$ cat src/hw/aspc_pkg.sv
// Purpose: Shared constants for the angle sensor serial port, both ends
// Assumes: core_clk at 50 MHz; link pins sampled by core_clk
// Notes: Function
package aspc_pkg;
  // Clock and timing, times in their printed units
  localparam int CLK_NS = 20;
  localparam int REFRESH_NS = 1000;
  localparam int REFRESH_CYC = REFRESH_NS / CLK_NS;
  localparam int SSI_TM_NS = 25000;
  localparam int SSI_TM_CYC = (SSI_TM_NS + CLK_NS - 1) / CLK_NS;
  localparam int SSI_DEAD_NS = 40000;
  localparam int SSI_DEAD_CYC = (SSI_DEAD_NS + CLK_NS - 1) / CLK_NS;
  localparam int IDLE_ANG_NS = 150;
  localparam int IDLE_ANG_CYC = (IDLE_ANG_NS + CLK_NS - 1) / CLK_NS;
  localparam int IDLE_REG_NS = 750;
  localparam int IDLE_REG_CYC = (IDLE_REG_NS + CLK_NS - 1) / CLK_NS;
  localparam int NVM_MS = 20;
  localparam int NVM_CYC_DEF = (NVM_MS * 1000000 + CLK_NS - 1) / CLK_NS;
  localparam int SCLK_HALF_DEF = 8;
  localparam int ANGLE_BITS_DEF = 14;
  // Frame layout
  localparam int FRAME_BITS = 16;
  localparam int SSI_CLOCKS = 17;
  localparam logic [2:0] OP_READ = 3'h2;
  localparam logic [2:0] OP_WRITE = 3'h4;
  localparam int OP_MSB = 15;
  localparam int ADDR_MSB = 12;
  localparam int ADDR_LSB = 8;
  // Device registers and fields
  localparam logic [4:0] REG_ROT_DIR = 5'h09;
  localparam logic [4:0] REG_FIELD = 5'h1b;
  localparam int ROT_DIR_BIT = 7;
  localparam int FIELD_HIGH_BIT = 7;
  localparam int FIELD_LOW_BIT = 6;
  // Host software registers and fields
  localparam logic [1:0] HREG_CTRL = 2'h0;
  localparam logic [1:0] HREG_STAT = 2'h1;
  localparam logic [1:0] HREG_REPLY = 2'h2;
  localparam logic [1:0] HOP_ANGLE = 2'h0;
  localparam logic [1:0] HOP_READ = 2'h1;
  localparam logic [1:0] HOP_WRITE = 2'h2;
  localparam logic [1:0] HOP_SSI = 2'h3;
  localparam int CTRL_ADDR_LSB = 8;
  localparam int CTRL_DATA_LSB = 16;
  // Synchroniser bit positions inside the device
  localparam int SY_CS = 3;
  localparam int SY_SCK = 2;
  localparam int SY_MOSI = 1;
  localparam int SY_SSCK = 0;
  localparam logic [3:0] SY_RST = 4'h8;
endpackage

$ cat src/hw/aspc_link_if.sv
// Purpose: Pins between the external master and the sensor port
// Assumes: MISO is pulled low whenever the device does not drive it
// Notes: No clocking block; the bench joins both ends here
`timescale 1ns/10ps
interface aspc_link_if;
  logic cs_b; // SPI select, idle high
  logic sclk; // SPI clock from master
  logic mosi; // Master to device data
  logic miso_o; // Device data out
  logic miso_oe; // Device drives MISO
  logic miso; // Resolved MISO wire
  logic ssck; // SSI clock from master
  logic ssd; // SSI data from device
  // Pull-down when MISO is released
  assign miso = miso_oe ? miso_o : 1'b0;
  modport dev (input cs_b, sclk, mosi, ssck, output miso_o, miso_oe, ssd);
  modport host (output cs_b, sclk, mosi, ssck, input miso, ssd);
endinterface

$ cat src/hw/aspc_dev.sv
// Purpose: Sensor end of the SPI and SSI serial ports
// Assumes: Link pins are asynchronous and pass two flip-flops
// Notes: Store array keeps its content across rst_b, as nonvolatile cells
`timescale 1ns/10ps
module aspc_dev
  import aspc_pkg::*;
#(
  parameter int ANGLE_BITS = ANGLE_BITS_DEF,
  parameter int NVM_CYC = NVM_CYC_DEF
) (
  input wire logic core_clk,
  input wire logic rst_b,
  aspc_link_if.dev link,
  input wire logic [15:0] angle_in,
  input wire logic field_high_flag,
  input wire logic field_low_flag,
  output logic rot_dir
);
  localparam logic [15:0] ANG_MASK =
    16'(((32'h0000_0001 << ANGLE_BITS) - 32'h0000_0001)
        << (FRAME_BITS - ANGLE_BITS));
  localparam int NW = $clog2(NVM_CYC + 1);
  localparam int TW = $clog2(SSI_TM_CYC + 1);
  localparam int RW = $clog2(REFRESH_CYC + 1);

  logic [3:0] sy1_q, sy2_q, sy3_q; // Pin synchronisers and edge stage
  logic [15:0] buf_q, buf_d; // Angle output buffer
  logic [RW-1:0] ref_q, ref_d; // Refresh divider
  logic [4:0] bit_q, bit_d; // SPI rising edges seen
  logic rise_q, rise_d; // First rising edge done
  logic [15:0] tx_q, tx_d, rx_q, rx_d; // SPI shift words
  logic pend_q, pend_d; // Next frame returns a register
  logic [4:0] paddr_q, paddr_d; // Register for the reply
  logic miso_q, miso_d, moe_q, moe_d; // MISO drive
  logic wr_go; // Full write command received for any register but REG_FIELD
  logic wbusy_q, wbusy_d; // Store write in progress
  logic [NW-1:0] wcnt_q, wcnt_d; // Store write timer
  logic [4:0] waddr_q, waddr_d; // Address being written
  logic [7:0] wdata_q, wdata_d; // Data being written
  logic [7:0] nvm_mem [32]; // Nonvolatile register image
  logic load_q; // Restore pending after reset
  logic rot_q, rot_d; // Rotation direction bit
  logic sbusy_q, sbusy_d; // SSI transfer holds buffer
  logic [15:0] ssh_q, ssh_d; // SSI shift word
  logic ssd_q, ssd_d; // SSI data out
  logic [TW-1:0] tm_q, tm_d; // SSI transfer timeout
  logic cs_fall, cs_rise, cs_low, sck_rise, sck_fall, ss_rise, ss_fall;
  logic [7:0] reg_val; // Register content for reply

  assign link.miso_o = miso_q;
  assign link.miso_oe = moe_q;
  assign link.ssd = ssd_q;
  assign rot_dir = rot_q;

  // Edges from the second and third stages only
  assign cs_fall = sy3_q[SY_CS] & ~sy2_q[SY_CS];
  assign cs_rise = ~sy3_q[SY_CS] & sy2_q[SY_CS];
  assign cs_low = ~sy3_q[SY_CS] & ~sy2_q[SY_CS];
  assign sck_rise = ~sy3_q[SY_SCK] & sy2_q[SY_SCK];
  assign sck_fall = sy3_q[SY_SCK] & ~sy2_q[SY_SCK];
  assign ss_rise = ~sy3_q[SY_SSCK] & sy2_q[SY_SSCK];
  assign ss_fall = sy3_q[SY_SSCK] & ~sy2_q[SY_SSCK];

  // Flags register reads live, others from the store image
  always_comb begin
    reg_val = nvm_mem[paddr_q];
    if (paddr_q == REG_FIELD) begin
      reg_val = 8'h00;
      reg_val[FIELD_HIGH_BIT] = field_high_flag;
      reg_val[FIELD_LOW_BIT] = field_low_flag;
    end
  end

  // Buffer refresh, frozen while SPI selected or SSI busy
  always_comb begin
    buf_d = buf_q;
    ref_d = ref_q;
    if (ref_q == RW'(REFRESH_CYC - 1)) begin
      ref_d = '0;
      if (!(cs_low || cs_fall || sbusy_q))
        buf_d = angle_in & ANG_MASK;
    end else begin
      ref_d = ref_q + 1'b1;
    end
  end

  // SPI framing: mode found from the edge order after select
  always_comb begin
    bit_d = bit_q;
    rise_d = rise_q;
    tx_d = tx_q;
    rx_d = rx_q;
    pend_d = pend_q;
    paddr_d = paddr_q;
    miso_d = miso_q;
    moe_d = moe_q;
    wr_go = 1'b0;
    if (cs_fall) begin
      bit_d = 5'h00;
      rise_d = 1'b0;
      rx_d = 16'h0000;
      tx_d = pend_q ? {reg_val, 8'h00} : buf_q;
      miso_d = tx_d[15];
      moe_d = 1'b1;
    end else if (cs_low) begin
      if (sck_rise && bit_q != 5'(FRAME_BITS)) begin
        rx_d = {rx_q[14:0], sy2_q[SY_MOSI]};
        bit_d = bit_q + 1'b1;
        rise_d = 1'b1;
      end
      // Mode 3 leading fall comes before any rise and is skipped
      if (sck_fall && rise_q) begin
        tx_d = {tx_q[14:0], 1'b0};
        miso_d = tx_q[14];
      end
    end else if (cs_rise) begin
      moe_d = 1'b0;
      miso_d = 1'b0;
      // Short frames leave the pending reply and its address as they were
      if (bit_q == 5'(FRAME_BITS)) begin
        pend_d = 1'b0;
        paddr_d = rx_q[ADDR_MSB:ADDR_LSB];
        if (rx_q[OP_MSB -: 3] == OP_READ) pend_d = 1'b1;
        if (rx_q[OP_MSB -: 3] == OP_WRITE) begin
          pend_d = 1'b1;
          wr_go = (rx_q[ADDR_MSB:ADDR_LSB] != REG_FIELD);
        end
      end
    end
  end

  // Store write timer; reply before expiry sees old value
  always_comb begin
    wbusy_d = wbusy_q;
    wcnt_d = wcnt_q;
    waddr_d = waddr_q;
    wdata_d = wdata_q;
    rot_d = rot_q;
    if (wr_go) begin
      wbusy_d = 1'b1;
      // Finish early by the pin lag, so that a reply sent after the full
      // store time already sees the new value; needs NVM_CYC of 4 or more
      wcnt_d = NW'(NVM_CYC - 4);
      waddr_d = rx_q[ADDR_MSB:ADDR_LSB];
      wdata_d = rx_q[7:0];
    end else if (wbusy_q) begin
      if (wcnt_q == '0) begin
        wbusy_d = 1'b0;
        if (waddr_q == REG_ROT_DIR) rot_d = wdata_q[ROT_DIR_BIT];
      end else begin
        wcnt_d = wcnt_q - 1'b1;
      end
    end
    if (load_q) rot_d = nvm_mem[REG_ROT_DIR][ROT_DIR_BIT];
  end

  // SSI: first rising edge is the dummy, data on later rises
  always_comb begin
    sbusy_d = sbusy_q;
    ssh_d = ssh_q;
    ssd_d = ssd_q;
    tm_d = tm_q;
    if (ss_rise || ss_fall) begin
      tm_d = TW'(SSI_TM_CYC - 1);
      if (ss_rise && !sbusy_q) begin
        sbusy_d = 1'b1;
        ssh_d = buf_q;
      end else if (ss_rise) begin
        ssd_d = ssh_q[15];
        ssh_d = {ssh_q[14:0], 1'b0};
      end
    end else if (sbusy_q) begin
      if (tm_q == '0) begin
        sbusy_d = 1'b0;
        ssd_d = 1'b0;
      end else begin
        tm_d = tm_q - 1'b1;
      end
    end
  end

  // Nonvolatile image, no reset so content survives it
  always_ff @(posedge core_clk) begin
    if (wbusy_q && wcnt_q == '0 && !wr_go) nvm_mem[waddr_q] <= wdata_q;
  end

  // All state registers
  always_ff @(posedge core_clk or negedge rst_b) begin
    if (!rst_b) begin
      sy1_q <= SY_RST;
      sy2_q <= SY_RST;
      sy3_q <= SY_RST;
      buf_q <= 16'h0000;
      ref_q <= '0;
      bit_q <= 5'h00;
      rise_q <= 1'b0;
      tx_q <= 16'h0000;
      rx_q <= 16'h0000;
      pend_q <= 1'b0;
      paddr_q <= 5'h00;
      miso_q <= 1'b0;
      moe_q <= 1'b0;
      wbusy_q <= 1'b0;
      wcnt_q <= '0;
      waddr_q <= 5'h00;
      wdata_q <= 8'h00;
      load_q <= 1'b1;
      rot_q <= 1'b0;
      sbusy_q <= 1'b0;
      ssh_q <= 16'h0000;
      ssd_q <= 1'b0;
      tm_q <= '0;
    end else begin
      sy1_q <= {link.cs_b, link.sclk, link.mosi, link.ssck};
      sy2_q <= sy1_q;
      sy3_q <= sy2_q;
      buf_q <= buf_d;
      ref_q <= ref_d;
      bit_q <= bit_d;
      rise_q <= rise_d;
      tx_q <= tx_d;
      rx_q <= rx_d;
      pend_q <= pend_d;
      paddr_q <= paddr_d;
      miso_q <= miso_d;
      moe_q <= moe_d;
      wbusy_q <= wbusy_d;
      wcnt_q <= wcnt_d;
      waddr_q <= waddr_d;
      wdata_q <= wdata_d;
      load_q <= 1'b0;
      rot_q <= rot_d;
      sbusy_q <= sbusy_d;
      ssh_q <= ssh_d;
      ssd_q <= ssd_d;
      tm_q <= tm_d;
    end
  end
endmodule

$ cat src/flat_wrapper.sv
// flat-port wrapper written by rule: the top's interface ports become plain ports
module aspc_dev_flat import aspc_pkg::*;
#(
  parameter int ANGLE_BITS = ANGLE_BITS_DEF,
  parameter int NVM_CYC = NVM_CYC_DEF
)
  (core_clk, rst_b, angle_in, field_high_flag, field_low_flag, rot_dir, link_cs_b, link_sclk, link_mosi, link_ssck, link_miso_o, link_miso_oe, link_ssd);
  aspc_link_if link_i ();
  input wire logic core_clk;
  input wire logic rst_b;
  input wire logic [15:0] angle_in;
  input wire logic field_high_flag;
  input wire logic field_low_flag;
  output logic rot_dir;
  input wire logic [$bits(link_i.cs_b)-1:0] link_cs_b;
  input wire logic [$bits(link_i.sclk)-1:0] link_sclk;
  input wire logic [$bits(link_i.mosi)-1:0] link_mosi;
  input wire logic [$bits(link_i.ssck)-1:0] link_ssck;
  output wire logic [$bits(link_i.miso_o)-1:0] link_miso_o;
  output wire logic [$bits(link_i.miso_oe)-1:0] link_miso_oe;
  output wire logic [$bits(link_i.ssd)-1:0] link_ssd;
  assign link_i.cs_b = link_cs_b;
  assign link_i.sclk = link_sclk;
  assign link_i.mosi = link_mosi;
  assign link_i.ssck = link_ssck;
  assign link_miso_o = link_i.miso_o;
  assign link_miso_oe = link_i.miso_oe;
  assign link_ssd = link_i.ssd;
  aspc_dev #(.ANGLE_BITS(ANGLE_BITS), .NVM_CYC(NVM_CYC)) u_core (.core_clk(core_clk), .rst_b(rst_b), .link(link_i), .angle_in(angle_in), .field_high_flag(field_high_flag), .field_low_flag(field_low_flag), .rot_dir(rot_dir));
endmodule
$ cat config.mk
export PLATFORM = sky130hd
export DESIGN_NAME = aspc_dev_flat
export DESIGN_NICKNAME = d
export VERILOG_FILES = /design/src/hw/aspc_pkg.sv /design/src/hw/aspc_link_if.sv /design/src/hw/aspc_dev.sv /design/src/flat_wrapper.sv
export SDC_FILE = /design/constraint.sdc
export NUM_CORES = 1
export LEC_CHECK = 0
export BUFFER_PORTS_ARGS = -buffer_cell sky130_fd_sc_hd__buf_4
export CAP_MARGIN = 0
export CORE_MARGIN = 4
export CORE_UTILIZATION = 56
export CTS_CLUSTER_SIZE = 40
export DETAILED_ROUTE_END_ITERATION = 6
export PLACE_DENSITY = 0.75
export SLEW_MARGIN = 25
export SYNTH_ARGS = -nofsm -noshare
export SYNTH_HDL_FRONTEND = slang
export SYNTH_SLANG_ARGS = --single-unit
$ cat constraint.sdc
create_clock -name core_clk -period 3.5 [get_ports core_clk]
set_clock_uncertainty 0.2 [all_clocks]
set_input_delay 0.7 -clock core_clk [delete_from_list [all_inputs] [get_ports core_clk]]
set_output_delay 0.7 -clock core_clk [all_outputs]
set_load 0.05 [all_outputs]
==> key figures <==
Run status
  • Status: completed

Floorplan
  • Die H: 179 um
  • Die Width: 179 um
  • Core box area: 0.0288 sq mm
  • Top Ports: 28
  • Starting Density: 0.569
  • FP Rows: 62
  • Die area: about 0.032 sq mm

Synth
  • Cell count after synthesis: 1,066
  • Adder-Cell Fraction of Synth Area: 0.00993
  • Post-synthesis compound-gate area fraction: 0.0461
  • Largest family of logic cells by synthesized area: multiplexers
  • XOR/XNOR Fraction of Synth Area: 0.0187
  • Syn_area_per_cell: 15.4 sq um
  • Post-synthesis simple-gate area fraction: 0.0853
  • Syn Nets: between 1,000 and 1,500
  • Multiplexer area fraction after synthesis: 0.138
  • Post-synth top flop: edfxtp_1
  • Synth unique cells: 69
  • Synth Cell Area: 0.0164 sq mm
  • #FFs+latches synth: 393
  • Post-synthesis sequential area ratio: 0.679
  • Post-synth ARST share: 0.349
  • EDFF count, synth: 256
  • YS warnings: 0

Route
  • Antenna Nets Post-Route: 0
  • Via count: approximately 9,000
  • TritonRoute pass-1 iters: 7
  • Final WL: 33,500 um
  • Initial DRC count: 778
  • Vias per cell: 5.94
  • WL/cell: between 20 and 25 um
  • Residual DRC count: 0

Clock network
  • Worst-path clk slew: 60 ps
  • Worst-Skew Late Latency: 540 ps
  • Clock Sinks: 393
  • CTS tree: built
  • # H-tree levels: 2
  • CTS Root Cell: clkbuf_16
  • Total CTS buffers: ~40
  • Post-CTS Hold Buffers: 0
  • CTS-repair resized insts: 0
  • # Post-CTS Setup Buffers: 0
  • Max clock buf depth: 3

Power
  • Comb power frac: 0.040
  • Register share of total power: 0.530
  • Clock group share of total power: 0.430
  • Max IR drop VDD: 0.404 mV
  • Final Total Pwr: 9.59 mW
  • Net Sw Frac: 0.208
  • Pint: 7.59 mW
  • Power Density: 517 mW/mm^2
  • Lkg Pwr: 6.07 nW
  • Psw: between 1.5 and 2 mW

Critical path
  • CP Launch Type: flop
  • CP peak stage delay: 630 ps
  • Critical path required time: 3470 ps
  • Crit-path cells: or4_4 > or3_1 > a311o_1 > or4b_4 > nor2_2
  • Critical Path End Type: flop
  • CP max FO: 8
  • Critical path origin: u_core.wcnt_q[16]
  • CP max-delay cell: or4b_4
  • R2r endpoint: u_core.nvm_mem[4][6]
  • Worst r2r path cells: 5
  • Crit path DAT: between 3000 and 4000 ps
  • R2R setup slack: 140 ps
  • Beginning of the worst register-to-register path: u_core.wcnt_q[16]
  • WS Path Type: flop to flop

Global route
  • Pin count of the biggest net entering global routing: 81
  • GRT overflow: 0
  • First-pass GRT wire length: roughly 53,000 um
  • Vias in the first global route: approximately 9,400
  • Gr usage total: 0.215
  • Initial antenna violation count: 0

Timing
  • Fin crit share: 0.961
  • Fmax: 0.297 GHz
  • Final slew viol count: 0
  • Final min period: 3360 ps
  • Final setup vio count: 0
  • Relative slew margins: 0.435
  • RSZ-0062 raised after global routing: false
  • Final worst slack: 136 ps
  • Setup TNS: 0 ps
  • Worst Max-Slew Pin Slew: ~850 ps
  • Hold violation total from the final report: 0

Placement
  • Gpl congestion: 0.811
  • PortBufs: 25
  • HPWL after DPL: 21,000 um
  • Dpl ws: 141 ps

Worst hold path
  • Hold crit path type: input pin to asynchronous set/reset pin

Final layout
  • Final-stage net count: 1,162
  • N_diodes: 0
  • Share of layout cells above drive strength 1: 0.234
  • Utilization after layout: 0.644
  • Synthesis-to-layout area growth: 13.2%

Job
  • MaxCap Viol Count: 0
[layer usage]
layer / wire [um] / GRT usage
met1: 14200 / 0.306
met2: 16400 / 0.347
met3: 1970 / 0.0344
met4: 945 / 0.0688
met5: 0 / 0
[through the flow]
stage	instances	instance area [sq um]	hold slack (ps)
detailed placement	1466	17200	138
floorplan	1066	16400	131
global placement	1466	17200	134
finish	1540	18500	0.0178
global route	1540	18500	56.4
CTS	1540	18500	29.9
[worst max-delay path: cells and delay by family (launching register included)]
kind             cells  cell delay, ps
flip-flops           1             410
AO/OA/AOI/OAI        1             410
AND/OR/NAND/NOR      4            1990
[registers in the layout, summed over array words and instances, names as in the netlist, 3 cells and up]
signal          count
u_core.nvm_mem    256
u_core.waddr_q      5
u_core.ref_q        6
u_core.wcnt_q      20
u_core.sy3_q        3
u_core.sy2_q        4
u_core.buf_q       14
u_core.sy1_q        4
u_core.tx_q        13
u_core.tm_q        11
u_core.ssh_q       14
u_core.bit_q        5
u_core.rx_q        16
u_core.wdata_q      8
u_core.paddr_q      5
[power groups by stage]
stage	logic (mW)	registers, mW	clock network (mW)
3_5_place_dp	0.390	5.17	0
4_1_cts	0.393	5.08	4.20
3_3_place_gp	0.373	5.17	0
6_report	0.386	5.08	4.12
5_1_grt	0.433	5.09	4.38
2_1_floorplan	0.251	5.17	0
[cell families (layout without fill, tap and decap cells)]
family	Yosys count	count (layout)
adders and majority gates	13	13
and+or+nand+nor	279	279
other	1	1
DFF	393	393
AOI/OAI and AO/OA	105	105
buffers and inverters	90	180
muxes	150	150
xor gates and xnor gates	35	35
[layout by cell type (no fill, tap or decap), drive strengths merged, types with 25 or more instances in the layout]
cell type	synthesis	routed
clkbuf	39	61
mux2i	51	51
inv	31	33
mux4	56	56
dfrtp	133	133
edfxtp	256	256
buf	20	75
nor2	91	91
mux2	43	43
nor3	25	25
nand2	63	63
[cells in the mapped netlist (all sizes together), types with 5 or more instances]
master     n  area share
nand3     15      0.0046
nor4       5      0.0019
xor2      11      0.0059
nor2b     14      0.0053
nand2b     9      0.0034
a22oi      6      0.0027
or3        8      0.0032
mux2i     51       0.031
mux4      56       0.077
a2111oi   17      0.0091
a211oi     7      0.0032
xnor2     24       0.013
nand3b     6      0.0027
a21oi     20      0.0061
nor3      25      0.0076
mux2      43       0.030
o22ai      7      0.0027
clkbuf    39      0.0095
buf       20      0.0064
o21ai     14      0.0043
o211ai     7      0.0032
ha        13      0.0099
and2       6      0.0023
edfxtp   256        0.47
or4        6      0.0031
nor2      91       0.022
nand2     63       0.014
dfrtp    133        0.20
inv       31      0.0071
nand4      8      0.0031
[worst max path at each step]
stage | slack [ps] | to
floorplan | 100 | u_core.nvm_mem[20][0]
global placement | 170 | u_core.nvm_mem[4][4]
detailed placement | 140 | u_core.nvm_mem[4][4]
CTS | 110 | u_core.nvm_mem[4][4]
global route | 50 | u_core.nvm_mem[4][4]
finish | 140 | u_core.nvm_mem[4][6]
[cell type report]
type	count	area, sq um
inverter	31	116
sequential	393	11100
timing repair buffer	75	629
tap	384	480
multi-input combinational	583	4890
clock buffer	61	1220
fill	2008	10200
clock inverter	13	65.1
Power figures use the tool's default switching activity.
